File: src/core/mnc_pkg.sv
// constants for the main path oscillator control registers
// assumes an 8-bit register port with 9-bit addresses and two main paths
package mnc_pkg;
  localparam int          NP           = 2;
  localparam int          NB           = 6;
  localparam int          AW           = 9;
  localparam int          TW_W         = 48;
  // -------------------------------------------------
  // register addresses
  // -------------------------------------------------
  localparam logic [8:0]  ADDR_CFG     = 9'h112;
  localparam logic [8:0]  ADDR_UPD     = 9'h113;
  localparam logic [8:0]  ADDR_TW0     = 9'h114;
  localparam logic [8:0]  ADDR_TW5     = 9'h119;
  // -------------------------------------------------
  // path config fields
  // -------------------------------------------------
  localparam int          CFG_MODE_LSB = 4;
  localparam int          CFG_EN_BIT   = 3;
  localparam int          CFG_MOD_BIT  = 2;
  localparam int          CFG_SB_BIT   = 1;
  localparam int          CFG_FOL_BIT  = 0;
  localparam logic [1:0]  RST_MODE     = 2'h0;
  localparam logic        RST_EN       = 1'b0;
  localparam logic        RST_MOD      = 1'b0;
  localparam logic        RST_SB       = 1'b0;
  localparam logic        RST_FOL      = 1'b1;
  // -------------------------------------------------
  // update control fields
  // -------------------------------------------------
  localparam int          UPD_AUTO_LSB = 4;
  localparam int          UPD_SYNC_BIT = 2;
  localparam int          UPD_ACK_BIT  = 1;
  localparam int          UPD_REQ_BIT  = 0;
  localparam logic [2:0]  RST_AUTO     = 3'h0;
  localparam logic [2:0]  AUTO_OFF     = 3'h0;
  localparam logic [2:0]  AUTO_BYTE0   = 3'h1;
  localparam logic [7:0]  RD_NONE      = 8'h00;
  localparam logic [47:0] RST_TW       = 48'h0;
endpackage

File: src/core/mnc_sync_edge.sv
// two-flop synchroniser for an asynchronous pin with rising-edge pulse
// assumes the pin is a level from outside the clk domain
`timescale 1ns/1ps
module mnc_sync_edge (
  // clock and reset
  input  wire logic clk,
  input  wire logic rst,
  // pin and pulse
  input  wire logic pin,
  output logic      rise
);
  logic meta_reg;
  logic sync_reg;
  logic last_reg;

  always_ff @(posedge clk or posedge rst) begin
    if (rst) begin
      meta_reg <= 1'b0;
      sync_reg <= 1'b0;
      last_reg <= 1'b0;
    end else begin
      meta_reg <= pin;
      sync_reg <= meta_reg;
      last_reg <= sync_reg;
    end
  end

  assign rise = sync_reg & ~last_reg;
endmodule

File: src/core/mnc_main_nco_config_control.sv
// main path oscillator configuration and tuning-word load control
// assumes a register port from the serial control decoder, page mask from paging reg
//
// Function
// - bit 3 enables main oscillator, reset 0
// - bit 2 enables fractional modulus, reset 0
// - bit 1 picks lower sideband when set
// - bit 0 set: channels follow main loads
// - bit 0 clear: channels use own requests
// - every control held per path, page-selected
// - auto mode 000: byte writes never load
// - codes 001-110 load after bytes 0-5
// - request rising edge loads tuning word
// - ack set on load, cleared writing request 0
// - tuning word is 48 bits, frequency ratio
// - sync-load bit loads on next sync edge
`timescale 1ns/1ps
module mnc_main_nco_config_control
  import mnc_pkg::*;
(
  // clock and reset
  input  wire logic                          clk,
  input  wire logic                          rst,
  // register port
  input  wire logic [mnc_pkg::AW-1:0]        reg_addr,
  input  wire logic [7:0]                    reg_wdata,
  input  wire logic                          reg_wr,
  input  wire logic                          reg_rd,
  output logic      [7:0]                    reg_rdata,
  // paging
  input  wire logic [mnc_pkg::NP-1:0]        main_path_page_select,
  // sync pin and channel requests
  input  wire logic                          sync_edge_pin,
  input  wire logic [mnc_pkg::NP-1:0]        chan_update_req,
  // per-path controls
  output logic      [mnc_pkg::NP-1:0]        main_osc_enable,
  output logic      [mnc_pkg::NP-1:0]        fractional_modulus_enable,
  output logic      [mnc_pkg::NP-1:0]        sideband_select,
  output logic      [mnc_pkg::NP-1:0][1:0]   modulator_mode,
  output logic      [mnc_pkg::NP-1:0][47:0]  active_tuning_word,
  output logic      [mnc_pkg::NP-1:0]        osc_load_pulse,
  output logic      [mnc_pkg::NP-1:0]        chan_osc_update
);
  import mnc_pkg::*;

  // ---------------------------------------------------------------
  // shared decode
  // ---------------------------------------------------------------
  logic               sync_rise;
  logic               hit_cfg;
  logic               hit_upd;
  logic               hit_tw;
  logic [2:0]         tw_idx;
  logic [2:0]         tw_code;
  logic [AW-1:0]      tw_off;
  logic [NP-1:0]      follow_reg;
  logic [NP-1:0]      sync_load_reg;
  logic [NP-1:0]      req_reg;
  logic [NP-1:0]      ack_reg;
  logic [NP-1:0][2:0] auto_reg;
  logic [NP-1:0][47:0] tw_reg;
  logic [NP-1:0][47:0] tw_next;
  logic [NP-1:0]      load;
  logic [NP-1:0]      auto_fire;
  logic [NP-1:0]      sw_rise;
  logic [NP-1:0]      sync_fire;
  logic [NP-1:0]      wr_cfg;
  logic [NP-1:0]      wr_upd;
  logic [NP-1:0]      wr_tw;
  logic               rd_path;
  logic [7:0]         rd_value;

  mnc_sync_edge u_sync (
    .clk  (clk),
    .rst  (rst),
    .pin  (sync_edge_pin),
    .rise (sync_rise)
  );

  assign hit_cfg = (reg_addr == ADDR_CFG);
  assign hit_upd = (reg_addr == ADDR_UPD);
  assign hit_tw  = (reg_addr >= ADDR_TW0) && (reg_addr <= ADDR_TW5);
  assign tw_off  = reg_addr - ADDR_TW0;
  assign tw_idx  = tw_off[2:0];
  assign tw_code = tw_idx + AUTO_BYTE0;

  // ---------------------------------------------------------------
  // per-path register copies
  // ---------------------------------------------------------------
  for (genvar p = 0; p < NP; p++) begin : g_path
    assign wr_cfg[p]    = reg_wr & main_path_page_select[p] & hit_cfg;
    assign wr_upd[p]    = reg_wr & main_path_page_select[p] & hit_upd;
    assign wr_tw[p]     = reg_wr & main_path_page_select[p] & hit_tw;
    assign sw_rise[p]   = wr_upd[p] & reg_wdata[UPD_REQ_BIT] & ~req_reg[p];
    assign auto_fire[p] = wr_tw[p] & (auto_reg[p] != AUTO_OFF) & (auto_reg[p] == tw_code);
    assign sync_fire[p] = sync_load_reg[p] & sync_rise;
    assign load[p]      = sw_rise[p] | auto_fire[p] | sync_fire[p];

    for (genvar b = 0; b < NB; b++) begin : g_byte
      assign tw_next[p][8*b +: 8] = (wr_tw[p] && tw_idx == 3'(b)) ?
                                    reg_wdata : tw_reg[p][8*b +: 8];
    end

    always_ff @(posedge clk or posedge rst) begin
      if (rst) begin
        main_osc_enable[p]           <= RST_EN;
        fractional_modulus_enable[p] <= RST_MOD;
        sideband_select[p]           <= RST_SB;
        follow_reg[p]                <= RST_FOL;
        modulator_mode[p]            <= RST_MODE;
      end else if (wr_cfg[p]) begin
        main_osc_enable[p]           <= reg_wdata[CFG_EN_BIT];
        fractional_modulus_enable[p] <= reg_wdata[CFG_MOD_BIT];
        sideband_select[p]           <= reg_wdata[CFG_SB_BIT];
        follow_reg[p]                <= reg_wdata[CFG_FOL_BIT];
        modulator_mode[p]            <= reg_wdata[CFG_MODE_LSB +: 2];
      end
    end

    always_ff @(posedge clk or posedge rst) begin
      if (rst) begin
        auto_reg[p]      <= RST_AUTO;
        req_reg[p]       <= 1'b0;
        sync_load_reg[p] <= 1'b0;
      end else if (wr_upd[p]) begin
        auto_reg[p]      <= reg_wdata[UPD_AUTO_LSB +: 3];
        req_reg[p]       <= reg_wdata[UPD_REQ_BIT];
        sync_load_reg[p] <= reg_wdata[UPD_SYNC_BIT];
      end else if (sync_fire[p]) begin
        // one-shot: armed again only by software
        sync_load_reg[p] <= 1'b0;
      end
    end

    always_ff @(posedge clk or posedge rst) begin
      if (rst) begin
        ack_reg[p] <= 1'b0;
      end else if (load[p]) begin
        ack_reg[p] <= 1'b1;
      end else if (wr_upd[p] && !reg_wdata[UPD_REQ_BIT]) begin
        ack_reg[p] <= 1'b0;
      end
    end

    // full 48-bit word moves to the oscillator at once
    always_ff @(posedge clk or posedge rst) begin
      if (rst) begin
        tw_reg[p]             <= RST_TW;
        active_tuning_word[p] <= RST_TW;
      end else begin
        tw_reg[p] <= tw_next[p];
        if (load[p]) begin
          active_tuning_word[p] <= tw_next[p];
        end
      end
    end

    always_ff @(posedge clk or posedge rst) begin
      if (rst) begin
        osc_load_pulse[p]  <= 1'b0;
        chan_osc_update[p] <= 1'b0;
      end else begin
        osc_load_pulse[p]  <= load[p];
        chan_osc_update[p] <= follow_reg[p] ? load[p] : chan_update_req[p];
      end
    end

    // -------------------------------------------------------------
    // checks
    // -------------------------------------------------------------
    AST_EN_WRITE: assert property (@(posedge clk) disable iff (rst)
      wr_cfg[p] |=> main_osc_enable[p] == $past(reg_wdata[CFG_EN_BIT]))
      else $error("enable bit did not take written value");
    AST_MOD_SB_HOLD: assert property (@(posedge clk) disable iff (rst)
      !wr_cfg[p] |=> $stable(fractional_modulus_enable[p]) && $stable(sideband_select[p]))
      else $error("modulus or sideband changed without write");
    AST_SB_WRITE: assert property (@(posedge clk) disable iff (rst)
      wr_cfg[p] ##1 !wr_cfg[p] |=> sideband_select[p] == $past(reg_wdata[CFG_SB_BIT], 2))
      else $error("sideband bit lost");
    AST_PAGE_ISOLATE: assert property (@(posedge clk) disable iff (rst)
      (reg_wr && hit_cfg && !main_path_page_select[p]) |=> $stable(main_osc_enable[p]))
      else $error("unselected path copy changed");
    AST_FOLLOW_MAIN: assert property (@(posedge clk) disable iff (rst)
      (load[p] && follow_reg[p]) |=> chan_osc_update[p] && osc_load_pulse[p])
      else $error("channel did not follow main load");
    AST_OWN_REQ: assert property (@(posedge clk) disable iff (rst)
      (!follow_reg[p] && !chan_update_req[p]) |=> !chan_osc_update[p])
      else $error("channel updated without own request");
    AST_AUTO_OFF: assert property (@(posedge clk) disable iff (rst)
      (wr_tw[p] && auto_reg[p] == AUTO_OFF && !sync_fire[p]) |=> !osc_load_pulse[p])
      else $error("load with auto mode off");
    AST_AUTO_LOAD: assert property (@(posedge clk) disable iff (rst)
      (wr_tw[p] && auto_reg[p] == tw_code) |=> osc_load_pulse[p] && ack_reg[p]
        && active_tuning_word[p] == tw_reg[p])
      else $error("auto load missing or wrong word");
    AST_ACK_CLEAR: assert property (@(posedge clk) disable iff (rst)
      (wr_upd[p] && !reg_wdata[UPD_REQ_BIT] && !load[p]) |=> !ack_reg[p] ##1 !ack_reg[p] ||
        $past(load[p], 1) || load[p])
      else $error("ack not cleared");
    AST_SYNC_LOAD: assert property (@(posedge clk) disable iff (rst)
      (sync_load_reg[p] && sync_rise && !wr_upd[p]) |=> osc_load_pulse[p] && !sync_load_reg[p])
      else $error("sync edge did not load");
  end

  // ---------------------------------------------------------------
  // read-back from lowest selected page
  // ---------------------------------------------------------------
  assign rd_path  = ~main_path_page_select[0];
  assign rd_value = hit_cfg ? {2'b00, modulator_mode[rd_path], main_osc_enable[rd_path],
                               fractional_modulus_enable[rd_path], sideband_select[rd_path],
                               follow_reg[rd_path]} :
                    hit_upd ? {1'b0, auto_reg[rd_path], 1'b0, sync_load_reg[rd_path],
                               ack_reg[rd_path], req_reg[rd_path]} :
                    hit_tw  ? tw_reg[rd_path][8*tw_idx +: 8] : RD_NONE;

  always_ff @(posedge clk or posedge rst) begin
    if (rst) begin
      reg_rdata <= RD_NONE;
    end else if (reg_rd) begin
      reg_rdata <= rd_value;
    end
  end
endmodule

File: config.mk
export PLATFORM = sky130hd
export DESIGN_NAME = mnc_main_nco_config_control
export DESIGN_NICKNAME = d
export VERILOG_FILES = /design/src/core/mnc_pkg.sv /design/src/core/mnc_sync_edge.sv /design/src/core/mnc_main_nco_config_control.sv
export SDC_FILE = /design/constraint.sdc
export NUM_CORES = 1
export LEC_CHECK = 0
export ABC_AREA = 1
export CORE_AREA = 2 2 193 119
export DETAILED_ROUTE_END_ITERATION = 7
export DIE_AREA = 0 0 195 121
export DONT_BUFFER_PORTS = 1
export GPL_TIMING_DRIVEN = 0
export SYNTH_ARGS = -nofsm -noshare
export SYNTH_HDL_FRONTEND = slang
export SYNTH_SLANG_ARGS = --single-unit
export TNS_END_PERCENT = 30
File: constraint.sdc
create_clock -name clk -period 9.9 [get_ports clk]
set_input_delay 0.99 -clock clk [delete_from_list [all_inputs] [get_ports clk]]
set_output_delay 0.99 -clock clk [all_outputs]
set_load 0.03 [all_outputs]
# Word level (Yosys, flattened, before mapping)
# Cells that the tools add are included.
# op_classes
n_addsub	2
magnitude_cmp	3
n_eq_ne	9
n_shift	1
muxes	45
n_bitwise	27
n_reduce_logical	23
# op_table
operator	n
$mux W8	15
$mux W48	2
$shiftx A48 B7 Y8	1
$mux W1	24
$and A1 B1 Y1	19
$eq A9 B9 Y1 const B	2
$logic_and A1 B1 Y1	15
$ge A9 B9 Y1 const B	1
$le A9 B9 Y1 const B	1
$reduce_bool A2 Y1	4
$eq A3 B2 Y1 const B	2
$eq A3 B3 Y1	2
$eq A3 B3 Y1 const B	2
$mux W3	2
$reduce_bool A3 Y1	2
$mux W2	2
$not A1 Y1	4
$or A1 B1 Y1	4
$add A3 B1 Y3 const B	1
$eq A3 B1 Y1 const B	1
$logic_not A3 Y1	1
$sub A3 B3 Y3 const B	1
$lt A1 B2 Y1 const B	1
$logic_not A1 Y1	1
# totals
ff_bits	231
input_bits	26
output_inout_bits	118
elab_cells	140

# Longest topological paths before layout
# depth
depth_word	8
ltp_mapped	15
depth_no_buf	12

# Modules after synthesis
# A second synthesis with hierarchy kept.
# hier_totals
hier_cells	1295
area_unflattened_um2	10665.2
# by_module_without_submodules
module	instances	cells_per_inst	area_each_um2	seq_area_each_um2
mnc_main_nco_config_control	1	1289	10576.4	5708.0
mnc_sync_edge	1	6	88.8	75.1

# Worst setup path before layout
# No wires, ideal clock.
# synth_path
kind	input -> register
from	in reg_addr[1] (netlist name)
to	reg active_tuning_word[48] (netlist name)
setup_time_ps	117
arrival_time_ps	2931
required_time_ps	9783
path_slack_ps	6852
path_stages	15
path_buffers	4
path_cell_list	buf_2 > inv_1 > clkbuf_1 > ha_1 > inv_1 > nor2_8 > nand2_1 > nand3_2 > nand2_1 > inv_4 > nand4_4 > buf_2 > buf_6 > nand3_1 > nand2_1
# synth_between
elab_chain_len	7
word_cells_on_any_way	18
cone_classes	2 x add/sub; 2 x order compare; 2 x eq/ne; 1 x mux; 8 x bitwise; 3 x reduce/logical
# synth_rtl
element	line	text
from (decl)	mnc_main_nco_config_control.sv:25	input wire logic [mnc_pkg::AW-1:0] reg_addr,
branches (longest 7 deep; another with $sub A3 B3 Y3)	--	
to (signal, indexed assignment)	mnc_main_nco_config_control.sv:153	active_tuning_word[p] <= tw_next[p];
to (decl)	mnc_main_nco_config_control.sv:40	output logic [mnc_pkg::NP-1:0][47:0] active_tuning_word,
# Several ways; the timed one is not identified.
# A chain may end at the register's enable or synchronous reset.

==> impl_metrics.env <==
export IMPL_tns_ns=0
export IMPL_hold_class="reg -> reg"
export IMPL_grt_use_met2=0.3980
export IMPL_path_clk_slew_ns=0.06
export IMPL_yosysSeqAreaShare=0.5359
export IMPL_finalWorstPathRequiredPeriod_ns=3.379
export IMPL_fillCellCount=2108
export IMPL_ff2ff_path_depth=9
export IMPL_wire_per_inst_um=20.86
export IMPL_period_share=0.3413
export IMPL_io_buffers=0
export IMPL_num_vias=8761
export IMPL_post_cts_buffers=0
export IMPL_grt_util_met3=0.07032
export IMPL_synth_xor_area_share=0.003247
export IMPL_cp_max_fo=11
export IMPL_num_rows=42
export IMPL_ys_top_cells_by_area="dfrtp_1, nand2_1, nand3_1"
export IMPL_whs_ns=0.3705
export IMPL_muxShareOfSynthArea=0.005566
export IMPL_placedCellCount=1575
export IMPL_netSwitchingPower_w=0.0004772
export IMPL_synthAdderAreaFrac=0.005798
export IMPL_numClockSinks=231
export IMPL_die_height_um=121
export IMPL_clock_skew_ns=0.009725
export IMPL_wl_um=33700
export IMPL_fin_ws_ns=6.521
export IMPL_clock_tree_buffer_depth=3
export IMPL_syn_inst=1288
export IMPL_synth_largest_area_cell="dfrtp_1"
export IMPL_switching_share=0.2476
export IMPL_grt_setup_unrepaired="false"
export IMPL_h_tree_depth=1
export IMPL_instances_no_fill=1615
export IMPL_tightest_slew_ns=1.209
export IMPL_drc=0
export IMPL_grt_max_degree=125
export IMPL_die_area_sq_mm=0.02360
export IMPL_end_kind="register"
export IMPL_dr_pass1_iters=5
export IMPL_syn2layout_area_growth_pct=10.25
export IMPL_nets=1345
export IMPL_seqPwrFrac=0.499
export IMPL_ys_types=31
export IMPL_outcome="complete, no violations"
export IMPL_drv_cap=0
export IMPL_grt_overflow_total=0
export IMPL_yosys_area_share_simple=0.2883
export IMPL_cp_required_ns=10.35
export IMPL_intPower_w=0.001450
export IMPL_synth_compound_area_share=0.08128
export IMPL_p_per_area_mw_per_mm2=162.0
export IMPL_start_util=0.4960
export IMPL_pwr_share_clk=0.440
export IMPL_grt_pass1_wl_um=51160
export IMPL_vdd_drop_max_v=0.0001170
export IMPL_grt_pass1_vias=8389
export IMPL_finalHoldViolCount=0
export IMPL_cts_tree="built"
export IMPL_worstHoldStart="u_sync.meta_reg"
export IMPL_drt_iter0_markers=812
export IMPL_ant_nets=0
export IMPL_numCtsBuffers=23
export IMPL_place_congestion=0.9337
export IMPL_syn_nets=1319
export IMPL_cts_root_buf="clkbuf_16"
export IMPL_diodes=0
export IMPL_ctsResizeCount=0
export IMPL_pin_count=144
export IMPL_slew_violations=0
export IMPL_r2r_start="auto_reg[1]"
export IMPL_relSlewSlack=0.1938
export IMPL_max_freq_ghz=0.2960
export IMPL_dp_worst_setup_slack_ns=6.141
export IMPL_worstPathArrival_ns=3.83
export IMPL_antenna_found_initial=0
export IMPL_rrSetupSlack_ns=8.10
export IMPL_ys_warn_count=0
export IMPL_netlist_area_sq_mm=0.01079
export IMPL_met1_usage=0.4566
export IMPL_synth_avg_cell_area_sq_um=8.378
export IMPL_min_path_cells=0
export IMPL_rr_endpoint="active_tuning_word[27]"
export IMPL_worstHoldEndpoint="u_sync.sync_reg"
export IMPL_drive_above_1_share=0.09932
export IMPL_yosysTopAreaCellShare=0.5311
export IMPL_hpwl_um=24880
export IMPL_synth_top_family_by_area="simple AND/OR/NAND/NOR gates"
export IMPL_critical_path_class="in -> reg"
export IMPL_chipWidth_um=195
export IMPL_p_comb_frac=0.061
export IMPL_busiest_layer="met1"
export IMPL_final_setup_viol_count=0
export IMPL_ys_seq_elements=231
export IMPL_placeableCoreArea_sq_mm=0.02176
export IMPL_postCtsHoldBufs=0
export IMPL_vias_per_cell=5.425
export IMPL_clk_latency_ns=0.52
export IMPL_cp_start_kind="input pin"
export IMPL_track_usage=0.2883
export IMPL_p_leak_nw=6.144
export IMPL_power_w=0.001927
cells in the final DEF, fill, tap and decap left out, drive strengths merged, types with 5 or more instances in the layout:
| cell type | instances |
|---|---|
| a21oi | 16 |
| buf | 43 |
| clkbuf | 66 |
| clkinv | 7 |
| dfrtp | 229 |
| ha | 5 |
| inv | 107 |
| mux2i | 6 |
| nand2 | 473 |
| nand3 | 152 |
| nand4 | 17 |
| nor2 | 46 |
| o211ai | 6 |
| o21ai | 139 |
| or2 | 7 |
cells in the mapped netlist, drive strengths merged:
master	n
a21oi	16
buf	42
clkbuf	37
clkinv	1
dfrtp	229
dfstp	2
ha	5
inv	105
mux2i	6
nand2	473
nand3	152
nand4	17
nor2	46
nor3b	1
o211ai	6
o21ai	139
or2	7
xnor2	4
power groups by stage:
stage	Sequential [W]	Clock (W)	Combinational, W
2_1_floorplan	0.000976	0	0.0000787
3_3_place_gp	0.000979	0	0.000116
3_5_place_dp	0.000978	0	0.000117
4_1_cts	0.000961	0.000860	0.000117
5_1_grt	0.000961	0.000898	0.000130
6_report	0.000961	0.000848	0.000118
worst max-delay path by stage:
stage	from	end	slack [ns]	depth (start not counted)
4_1_cts	reg_addr[1]	active_tuning_word[47]	6.68	13
3_3_place_gp	rst	modulator_mode[2]	0.04	1
2_1_floorplan	rst	ack_reg[0]	2.58	1
3_5_place_dp	reg_addr[1]	active_tuning_word[47]	6.14	13
5_1_grt	reg_addr[1]	active_tuning_word[47]	6.39	13
6_report	reg_addr[1]	active_tuning_word[47]	6.52	13
metrics by stage:
step | util | cell area, sq um
after floorplan | - | 10790
after detailed placement | 0.5140 | 11180
after CTS | 0.5468 | 11900
final | 0.5468 | 11900
after global routing | 0.5468 | 11900
after global placement | 0.5124 | 11150
worst max-delay path, stage by stage:
cell	delay (ns)
buf_2	0.17
inv_1	0.21
clkbuf_1	0.46
ha_1	0.26
inv_1	0.10
nor2_8	0.13
nand2_1	0.08
nand3_2	0.12
buf_8	0.21
nand4_4	0.19
o21ai_0	0.64
nand2_1	0.16
nand2_1	0.09
cell type report:
type	count	area [sq um]	area share
repair buffers	1	27.53	0.002314
plain buffers	79	461.7	0.03881
inverters	106	407.9	0.03429
flip-flops and latches	231	5783	0.4861
clock inverters	11	95.09	0.007993
clock buffers	29	618.1	0.05196
multi-input cells	872	4145	0.3484
well taps	286	357.8	0.03008
cell families after synthesis:
logic type	count (synthesis)
compound gates	161
xor+xnor	4
fa+ha+maj	5
buf+inv	185
flops	231
mux	6
simple gates	696
routing by layer:
layer,up-vias,share of wire
met5,-,0
met3,34,0.085
met4,0,0.016
met1,4250,0.50
met2,305,0.40
li1,4172,-
(Power assumes the default switching activity.)
